==> src/rtl/dsr_cfg.svh <==
// Offsets, field positions, reset values and masks of the diagnostic status registers
`ifndef DSR_CFG_SVH
`define DSR_CFG_SVH

`define DSR_ADDR_W 5
`define DSR_WORD_W 22
`define DSR_WDATA_W 16
`define DSR_ADDR_ANALOG 5'h15
`define DSR_ADDR_STATUS 5'h16
`define DSR_RST_ANALOG 22'h150000
`define DSR_RST_STATUS 22'h160000

`define DSR_FAULT_BIT 21
`define DSR_ADDR_HI 20
`define DSR_ADDR_LO 16

`define DSR_BIT_CURRENT_OPEN 7
`define DSR_BIT_VOLTAGE_SHORT 6
`define DSR_BIT_DIE_TEMP 4
`define DSR_BIT_REF_OUTPUT 3
`define DSR_BIT_REF_INPUT 2
`define DSR_BIT_INT_SUPPLY 1
`define DSR_BIT_REGULATOR 0
`define DSR_NUM_FLAGS 7

`define DSR_SUMMARY_BIT 20
`define DSR_WDT_BIT 18
`define DSR_BUSY_BIT 17
`define DSR_TAG_HI 16
`define DSR_TAG_LO 12
`define DSR_DATA_HI 11
`define DSR_DATA_LO 0
`define DSR_TAG_W 5
`define DSR_DATA_W 12

// Logic flag positions: 0 serial CRC, 1 frame slip, 2 clock count, 13 reset occurred, 14 slew busy
`define DSR_RESET_OCCURRED_BIT 13
`define DSR_SUMMARY_MASK 16'hBFFF
`define DSR_QUIET_MASK 16'hBFF8
`define DSR_RST_SUMMARY 1'h1

`endif

==> src/rtl/dsr_pkg.sv <==
// Types shared by the diagnostic status register bank
`include "dsr_cfg.svh"

package dsr_pkg;

    typedef enum logic [2:0] {
        DSR_SEL_NONE   = 3'b001,
        DSR_SEL_ANALOG = 3'b010,
        DSR_SEL_STATUS = 3'b100
    } dsr_sel_t;

    typedef struct packed {
        logic [1:0] sync1;
        logic [1:0] sync2;
        logic flag;
    } dsr_cell_state_t;

    typedef struct packed {
        logic [`DSR_WORD_W-1:0] rd_data;
        logic rd_valid;
        logic ro_write;
        logic bad_access;
        logic fault_sync1;
        logic fault_sync2;
        logic summary;
        logic watchdog;
        logic busy;
        logic [`DSR_TAG_W-1:0] tag;
        logic [`DSR_DATA_W-1:0] data;
        logic any_fault;
    } dsr_state_t;

endpackage

==> src/rtl/dsr_flag_cell.sv <==
// One sticky write-one-to-clear analog fault flag with its detector synchroniser
`timescale 1ns/1ps
`include "dsr_cfg.svh"

module dsr_flag_cell
    import dsr_pkg::*;
(
    input wire logic clk,              // System clock
    input wire logic reset,            // Synchronous reset, active high
    input wire logic [1:0] cond_async, // Detector conditions, either one sets the flag
    input wire logic feature_enable,   // Diagnostic feature enabled
    input wire logic clear,            // Write of a one to this flag
    output logic flag_read             // Flag as software sees it
);

    dsr_cell_state_t state;
    dsr_cell_state_t next_state;

    always_comb begin
        next_state = state;
        next_state.sync1 = cond_async;
        next_state.sync2 = state.sync1;
        // A detector hit in the clearing cycle keeps the flag set
        if (feature_enable && (state.sync2 != 2'h0)) begin
            next_state.flag = 1'h1;
        end else if (clear) begin
            next_state.flag = 1'h0;
        end
    end

    always_ff @(posedge clk) begin
        if (reset) begin
            state <= '0;
        end else begin
            state <= next_state;
        end
    end

    // Disabled features read as zero whatever the detector says
    assign flag_read = state.flag & feature_enable;

endmodule

==> src/rtl/dsr_regs.sv <==
// Analog fault flag register and summary status register of the output converter
//
// Notes on behaviour
// - Analog fault flags are sticky; writing one clears a flag, zeros are ignored.
// - A flag whose diagnostic feature is disabled always reads as zero.
// - Bit 21 shows the fault pin in both registers; bits 20:16 echo the address in the analog register only.
// - Bit 7 sets on current output open or on too little driver headroom.
// - Bit 6 sets on a voltage output short circuit.
// - Bit 4 sets when the die is too hot.
// - Bit 3 sets when the reference output leaves its window or hits current limit.
// - Bit 2 sets when the reference input leaves its window.
// - Bit 1 sets when the internal analog supply leaves its window.
// - Bit 0 sets when the regulator leaves its window or hits current limit.
// - Status bit 20 is the OR of logic flags 15:0 without the slew-busy bit.
// - The summary bit reads one after power-up.
// - Quiet mode ORs only logic flags 15:3, still without the slew-busy bit.
// - Status bit 18 shows the watchdog; bit 17 shows the monitor converter busy.
// - Status bits 16:12 hold the channel tag of the presented result.
// - Status bits 11:0 hold the twelve-bit result of that channel.
// - Logic flags 0, 1 and 2 are CRC, frame slip and clock count errors.
// - Logic flag 13 marks a reset and is set at power-up.
`timescale 1ns/1ps
`include "dsr_cfg.svh"

module dsr_regs
    import dsr_pkg::*;
(
    input wire logic clk,                                     // System clock, 25 MHz
    input wire logic reset,                                   // Synchronous reset, active high
    // Register access from the serial decoder
    input wire logic reg_rd,                                  // Read strobe, one cycle
    input wire logic reg_wr,                                  // Write strobe, one cycle
    input wire logic [`DSR_ADDR_W-1:0] reg_addr,              // Register address
    input wire logic [`DSR_WDATA_W-1:0] reg_wdata,            // Write data field
    output logic [`DSR_WORD_W-1:0] rd_data,                   // Readback word
    output logic rd_valid,                                    // Readback word valid, one cycle
    output logic ro_write_attempt,                            // Write to the read-only status word
    output logic bad_address_access,                          // Access to an address not held here
    // Pin level
    input wire logic fault_pin,                               // Fault output pin level
    // Analog detectors, asynchronous levels
    input wire logic current_open,                            // Current output open circuit
    input wire logic current_headroom_low,                    // Current driver lacks headroom
    input wire logic voltage_short,                           // Voltage output short circuit
    input wire logic die_hot,                                 // Die temperature comparator
    input wire logic ref_output_window,                       // Reference output out of window
    input wire logic ref_output_limit,                        // Reference output current limit
    input wire logic ref_input_window,                        // Reference input out of window
    input wire logic supply_window,                           // Internal supply out of window
    input wire logic regulator_window,                        // Regulator out of window
    input wire logic regulator_limit,                         // Regulator current limit
    // Diagnostic feature enables
    input wire logic open_detect_en,                          // Open circuit detection on
    input wire logic short_detect_en,                         // Short circuit detection on
    input wire logic temp_detect_en,                          // Temperature detection on
    input wire logic ref_output_detect_en,                    // Reference output check on
    input wire logic ref_input_detect_en,                     // Reference input check on
    input wire logic supply_detect_en,                        // Internal supply check on
    input wire logic regulator_detect_en,                     // Regulator check on
    // Digital diagnostics, watchdog and monitor converter
    input wire logic [`DSR_WDATA_W-1:0] logic_fault_flags,    // Digital diagnostic flags
    input wire logic quiet_summary_enable,                    // Leave serial errors out of summary
    input wire logic watchdog_state,                          // Watchdog status
    input wire logic monitor_busy,                            // Monitor converter busy
    input wire logic monitor_result_valid,                    // New monitor result, one cycle
    input wire logic [`DSR_TAG_W-1:0] monitor_channel_tag,    // Channel of the new result
    input wire logic [`DSR_DATA_W-1:0] monitor_result,        // New result
    output logic analog_fault_any                             // Any analog flag set
);

    dsr_state_t state;
    dsr_state_t next_state;

    logic [`DSR_NUM_FLAGS-1:0] flag_read;
    logic [`DSR_NUM_FLAGS-1:0] flag_clear;
    logic [`DSR_NUM_FLAGS-1:0] flag_enable;
    logic [1:0] flag_cond [`DSR_NUM_FLAGS];
    dsr_sel_t sel;
    logic write_analog;

    // Address decode
    function automatic dsr_sel_t decode_addr(input logic [`DSR_ADDR_W-1:0] addr);
        dsr_sel_t result;
        case (addr)
            `DSR_ADDR_ANALOG: begin
                result = DSR_SEL_ANALOG;
            end
            `DSR_ADDR_STATUS: begin
                result = DSR_SEL_STATUS;
            end
            default: begin
                result = DSR_SEL_NONE;
            end
        endcase
        return result;
    endfunction

    // Fault pin and address header; the status word keeps only its fault pin bit
    function automatic logic [`DSR_WORD_W-1:0] header(input logic pin, input logic [`DSR_ADDR_W-1:0] addr);
        logic [`DSR_WORD_W-1:0] word;
        word = '0;
        word[`DSR_FAULT_BIT] = pin;
        word[`DSR_ADDR_HI:`DSR_ADDR_LO] = addr;
        return word;
    endfunction

    // Flag index to bit position; index order is regulator, supply, ref in, ref out, temp, short, open
    function automatic logic [`DSR_WDATA_W-1:0] place_flags(input logic [`DSR_NUM_FLAGS-1:0] f);
        logic [`DSR_WDATA_W-1:0] word;
        word = '0;
        word[`DSR_BIT_REGULATOR] = f[0];
        word[`DSR_BIT_INT_SUPPLY] = f[1];
        word[`DSR_BIT_REF_INPUT] = f[2];
        word[`DSR_BIT_REF_OUTPUT] = f[3];
        word[`DSR_BIT_DIE_TEMP] = f[4];
        word[`DSR_BIT_VOLTAGE_SHORT] = f[5];
        word[`DSR_BIT_CURRENT_OPEN] = f[6];
        return word;
    endfunction

    function automatic logic [`DSR_NUM_FLAGS-1:0] pick_flags(input logic [`DSR_WDATA_W-1:0] w);
        logic [`DSR_NUM_FLAGS-1:0] f;
        f[0] = w[`DSR_BIT_REGULATOR];
        f[1] = w[`DSR_BIT_INT_SUPPLY];
        f[2] = w[`DSR_BIT_REF_INPUT];
        f[3] = w[`DSR_BIT_REF_OUTPUT];
        f[4] = w[`DSR_BIT_DIE_TEMP];
        f[5] = w[`DSR_BIT_VOLTAGE_SHORT];
        f[6] = w[`DSR_BIT_CURRENT_OPEN];
        return f;
    endfunction

    // Summary of the digital flags; slew busy never counts, quiet mode drops serial errors
    function automatic logic summary_or(input logic [`DSR_WDATA_W-1:0] flags, input logic quiet);
        logic [`DSR_WDATA_W-1:0] mask;
        mask = quiet ? `DSR_QUIET_MASK : `DSR_SUMMARY_MASK;
        return |(flags & mask);
    endfunction

    assign sel = decode_addr(reg_addr);
    assign write_analog = reg_wr && (sel == DSR_SEL_ANALOG);
    // Only defined flag positions clear; reserved bits of the write are dropped
    assign flag_clear = write_analog ? pick_flags(reg_wdata) : '0;

    // Detector conditions, two per flag, the second tied low where one source exists
    assign flag_cond[0] = {regulator_limit, regulator_window};
    assign flag_cond[1] = {1'h0, supply_window};
    assign flag_cond[2] = {1'h0, ref_input_window};
    assign flag_cond[3] = {ref_output_limit, ref_output_window};
    assign flag_cond[4] = {1'h0, die_hot};
    assign flag_cond[5] = {1'h0, voltage_short};
    assign flag_cond[6] = {current_headroom_low, current_open};

    assign flag_enable = {open_detect_en, short_detect_en, temp_detect_en, ref_output_detect_en,
                          ref_input_detect_en, supply_detect_en, regulator_detect_en};

    for (genvar k = 0; k < `DSR_NUM_FLAGS; k++) begin : g_flag
        dsr_flag_cell u_cell (
            .clk(clk),
            .reset(reset),
            .cond_async(flag_cond[k]),
            .feature_enable(flag_enable[k]),
            .clear(flag_clear[k]),
            .flag_read(flag_read[k])
        );
    end

    always_comb begin
        next_state = state;
        next_state.rd_valid = 1'h0;
        next_state.ro_write = 1'h0;
        next_state.bad_access = 1'h0;

        // Fault pin crosses into the clock domain through two stages
        next_state.fault_sync1 = fault_pin;
        next_state.fault_sync2 = state.fault_sync1;

        next_state.summary = summary_or(logic_fault_flags, quiet_summary_enable);
        next_state.watchdog = watchdog_state;
        next_state.busy = monitor_busy;
        next_state.any_fault = |flag_read;

        // Tag and result are taken together so a read never mixes two conversions
        if (monitor_result_valid) begin
            next_state.tag = monitor_channel_tag;
            next_state.data = monitor_result;
        end

        if (reg_rd) begin
            next_state.rd_valid = 1'h1;
            case (sel)
                DSR_SEL_ANALOG: begin
                    next_state.rd_data = header(state.fault_sync2, `DSR_ADDR_ANALOG) |
                                         {6'h00, place_flags(flag_read)};
                end
                DSR_SEL_STATUS: begin
                    next_state.rd_data = header(state.fault_sync2, `DSR_ADDR_STATUS);
                    next_state.rd_data[`DSR_ADDR_HI:`DSR_ADDR_LO] = '0;
                    next_state.rd_data[`DSR_SUMMARY_BIT] = state.summary;
                    next_state.rd_data[`DSR_WDT_BIT] = state.watchdog;
                    next_state.rd_data[`DSR_BUSY_BIT] = state.busy;
                    next_state.rd_data[`DSR_TAG_HI:`DSR_TAG_LO] = state.tag;
                    next_state.rd_data[`DSR_DATA_HI:`DSR_DATA_LO] = state.data;
                end
                default: begin
                    next_state.rd_data = '0;
                    next_state.bad_access = 1'h1;
                end
            endcase
        end

        if (reg_wr) begin
            case (sel)
                DSR_SEL_ANALOG: begin
                    next_state.ro_write = 1'h0;
                end
                DSR_SEL_STATUS: begin
                    next_state.ro_write = 1'h1;
                end
                default: begin
                    next_state.bad_access = 1'h1;
                end
            endcase
        end
    end

    always_ff @(posedge clk) begin
        if (reset) begin
            state <= '0;
            state.rd_data <= `DSR_RST_STATUS;
            // The reset-occurred logic flag is set at power-up, so the summary starts high
            state.summary <= `DSR_RST_SUMMARY;
        end else begin
            state <= next_state;
        end
    end

    assign rd_data = state.rd_data;
    assign rd_valid = state.rd_valid;
    assign ro_write_attempt = state.ro_write;
    assign bad_address_access = state.bad_access;
    assign analog_fault_any = state.any_fault;

endmodule

==> config.mk <==
export PLATFORM = sky130hd
export DESIGN_NAME = dsr_regs
export DESIGN_NICKNAME = d
export VERILOG_FILES = /design/src/rtl/dsr_pkg.sv /design/src/rtl/dsr_flag_cell.sv /design/src/rtl/dsr_regs.sv
export VERILOG_INCLUDE_DIRS = /design/src /design/src/rtl
export SDC_FILE = /design/constraint.sdc
export NUM_CORES = 1
export LEC_CHECK = 0
export CORE_ASPECT_RATIO = 1.4
export CORE_UTILIZATION = 55
export CTS_CLUSTER_SIZE = 14
export DETAILED_ROUTE_END_ITERATION = 10
export DONT_BUFFER_PORTS = 1
export GPL_TIMING_DRIVEN = 0
export HOLD_SLACK_MARGIN = 0.05
export PLACE_DENSITY_LB_ADDON = 0.1
export SLEW_MARGIN = 20
export SYNTH_ARGS = -nofsm -noshare
export SYNTH_HDL_FRONTEND = slang
export SYNTH_SLANG_ARGS = --single-unit
==> constraint.sdc <==
create_clock -name clk -period 3.7 [get_ports clk]
set_input_delay 0.37 -clock clk [delete_from_list [all_inputs] [get_ports clk]]
set_output_delay 0.37 -clock clk [all_outputs]
set_load 0.01 [all_outputs]
==> metrics list <==
* Result of the run: finished, final reports clean
- Of the synthesized area, sequential elements account for 53.1%.
- The core region is approximately 4800 sq um.
- The final number of max-transition violations came to 0.
* Data required, critical path: a little under 4000 ps
- In this run the worst path has a maximum fanout of 10.
- Layout Area Growth over Synthesis: 9.96%
- Antenna violations before repair: 0
* Starting density of the core: a little under three fifths
- Worst reg2reg endpoint: analog_fault_any$_SDFF_PP0_
* Height of the chip: around 86 um
- Resize count post-CTS: 0
- Root buffer cell: clkbuf_8
* Critical path buffer and inverter count: 1
* Fmax: between 500 and 600 MHz
- The critical path starts at reg_addr[4].
- TritonCTS built the clock tree.
- The die covers ~5400 sq um.
- The net count of the finished layout is approximately 380.
- Post-synthesis sequential element count: 74
- Max-capacitance violation count: 0
* Synthesized net count: around 370
* Combined global-route utilization of all metal layers: a little over a fifth
- Drt wl/cell: ~15 um
- In this run the horizontal extent of the chip is around 62 um.
- Worst-Skew Late Latency: 340 ps
* Worst setup EP type: register
- Post-CTS Setup Inserts: 0
* Cell variety after synth: 30
* I/O pin cnt: 106
- CTS Buf Count: 9
- Measured against its own limit, the worst slew margin works out to between 60% and 70%.
- In the routed layout, each cell is associated on average with a via count of 5.34.
- Among all stages on the critical path, the largest delay is contributed by buf_1.
- Wires add up to 5.41 mm.
- Setup slack on the worst flop-to-flop path: about 2700 ps
* Overall Power: between 1500 and 2000 uW
- Number of buffers inserted for hold repair after clock tree synthesis: 0
- Worst hold path type: in2reg
* Largest stage delay on the critical path: just over 400 ps
- Number of iterations in the first detailed-routing pass: 4
* Detailed-route via count: 1977
* Detailed router's first-iteration violation count: approximately 80
- Across the routed clock network, the largest skew measured is about 11 ps.
- Wire length of the first global-routing pass: 8.47 mm
- Min Tclk post-route: 1720 ps
- The final hold violation count was 0.
- No sink is reached through more buffers than the 2 on the longest clock path.
- During synthesis, Yosys emitted a total of 0 warnings.
- In the routed design, unresolved DRC markers number 0.
- CTS sink cnt: 74
- Maximum number of pins on one net before global-route repair: 12
- # port buffers: 0
* Family with the most delay on the worst path: simple AND/OR/NAND/NOR gates
- Setup total negative slack: 0 ps
* Antenna fix cells: 0
- The mapped netlist covers about 2800 sq um.
- VDD sags by at most between 0.3 and 0.4 mV.
- Worst-Margin Slew: 575 ps
- Critical hold path startpoint: logic_fault_flags[5]
- Synthesis produced a netlist whose cell count is between 200 and 300.
- Worst path arrival time: between 1500 and 2000 ps
* Routed Antenna Nets: 0
- Sequence of cells on the critical path: nand2_1 > or2_2 > nor3b_1 > ha_1 > buf_1 > nand3_1 > a21oi_1
- Setup repair after global routing left no endpoint under its margin.
* Placed wire-length estimate after detailed placement: ~4 mm
- The number of global-route vias before repair came to 1849.
* Element type at the critical path start: primary input
- Hold worst-path end: state[20]$_SDFF_PP1_
* Deepest level of the CTS H-tree: 3
* Setup Crit Path Kind: in2reg
* Final count of negative-setup-slack endpoints: 0
- In the final layout, the share of cells above drive strength 1 is about 15%.
- Routability-driven placement finished with a final weighted congestion of approximately 0.79.
- Row count: 30
- Clock-pin slew on the worst setup and hold paths: about 70 ps
- Mean post-synth cell area: ~9.6 sq um
- The startpoint identified for the worst register-to-register timing path is g_flag[3].u_cell.state[0]$_SDFFE_PP0P_.
* Share of the cycle needed by the critical path after routing: 46.4%
- In this run the power density over the cells is around 500 nW/um^2.
- GRT Residual Overflow: 0
* Static Leak: ~0.0012 uW
- The worst hold path was traced through 2 stages.
- Counting cells, the worst reg-to-reg path comes to 2.
## logic make-up (layout without fill, tap and decap cells)
| family | after synthesis | after routing | synth area share [%] |
|---|---|---|---|
| other cells | 1 | 1 | 0.135 |
| simple gates | 99 | 99 | 17.9 |
| flops | 74 | 74 | 53.1 |
| buf+inv | 48 | 64 | 9.83 |
| fa+ha+maj | 3 | 3 | 1.35 |
| mux | 17 | 17 | 6.10 |
| compound gates | 48 | 48 | 11.6 |
## where the power goes
group / leakage [uW] / internal [uW] / switching, uW
sequential: 0.000607 / 828 / 13.8
clock: 0.000101 / 348 / 265
combinational: 0.000470 / 35.8 / 47.2
## worst reg2reg max path, stage by stage, from the launching register on
cell      delay (ps)
dfxtp_1          330
a222oi_1         380
a31oi_1          140
## final cells by class
type                            count  area [sq um]
Tap cell                           64          80.1
Clock inverter                      2          35.0
Inverter                            8          30.0
Sequential cell                    74          1480
Multi-Input combinational cell    168          1030
Clock buffer                       14           163
Buffer                             40           244
Fill cell                         451          1780
## Yosys cell counts
| cell type | n | area (sq um) |
|---|---|---|
| a21oi_1 | 17 | 85.1 |
| a222oi_1 | 1 | 10.0 |
| a22oi_1 | 6 | 45.0 |
| a31oi_1 | 1 | 6.26 |
| a32oi_1 | 7 | 61.3 |
| buf_1 | 3 | 11.3 |
| buf_2 | 6 | 30.0 |
| buf_4 | 23 | 173 |
| clkbuf_1 | 8 | 30.0 |
| conb_1 | 1 | 3.75 |
| dfxtp_1 | 74 | 1480 |
| ha_1 | 3 | 37.5 |
| inv_1 | 8 | 30.0 |
| mux2i_1 | 17 | 170 |
| nand2_1 | 17 | 63.8 |
| nand2b_1 | 1 | 6.26 |
| nand3_1 | 17 | 85.1 |
| nand3b_1 | 2 | 15.0 |
| nor2_1 | 28 | 105 |
| nor2b_1 | 25 | 156 |
| nor3_1 | 1 | 5.00 |
| nor3b_1 | 3 | 22.5 |
| nor4_1 | 1 | 6.26 |
| nor4_2 | 1 | 12.5 |
| o2111ai_1 | 1 | 8.76 |
| o211ai_1 | 2 | 15.0 |
| o21ai_0 | 6 | 30.0 |
| o32ai_1 | 7 | 61.3 |
| or2_2 | 2 | 12.5 |
| or4_1 | 1 | 7.51 |
## per-layer routing
layer | vias up | wire length, um | GRT usage (%)
li1 | 989 | - | -
met1 | 919 | 2230 | 22.5
met2 | 57 | 2780 | 37.2
met3 | 12 | 282 | 5.92
met4 | 0 | 111 | 12.1
met5 | - | 0 | 0
## worst max path at each step
stage / cells past startpoint / endpoint
2_1_floorplan: 7 / rd_data[13]$_SDFFE_PP0P_
3_3_place_gp: 7 / rd_data[5]$_SDFFE_PP0P_
3_5_place_dp: 7 / rd_data[5]$_SDFFE_PP0P_
4_1_cts: 7 / rd_data[5]$_SDFFE_PP0P_
5_1_grt: 7 / rd_data[14]$_SDFFE_PP0P_
6_report: 7 / rd_data[5]$_SDFFE_PP0P_
## flip-flops by register name, indices dropped and copies added, names as in the netlist
name                      flops
bad_address_access            1
g_flag.u_cell.next_state     10
state                        21
analog_fault_any              1
rd_data                      21
g_flag.u_cell.state          17
ro_write_attempt              1
next_state                    1
rd_valid                      1
## layout by cell type (no fill, tap or decap), types with 2 or more instances in the layout
cell | Yosys | routed
buf_4 | 23 | 23
o21ai_0 | 6 | 6
nor2b_1 | 25 | 25
a22oi_1 | 6 | 6
ha_1 | 3 | 3
or2_2 | 2 | 2
a32oi_1 | 7 | 7
nor2_1 | 28 | 28
inv_1 | 8 | 8
nor3b_1 | 3 | 3
dfxtp_1 | 74 | 74
a21oi_1 | 17 | 17
clkbuf_8 | 0 | 11
o211ai_1 | 2 | 2
nand3_1 | 17 | 17
buf_2 | 6 | 6
mux2i_1 | 17 | 17
nand2_1 | 17 | 17
clkbuf_1 | 8 | 11
buf_1 | 3 | 3
o32ai_1 | 7 | 7
nand3b_1 | 2 | 2
## per-stage QoR
stage	area (sq um)	util [%]	setup slack [ps]	hold slack (ps)	std cells
floorplan	2790	-	1940	414	290
global placement	2870	59.2	1650	416	354
detailed placement	2870	59.2	1640	427	354
CTS	3070	63.3	1990	143	370
global route	3070	63.3	1820	146	370
finish	3070	63.3	1980	156	370
(Power assumes the default switching activity.)
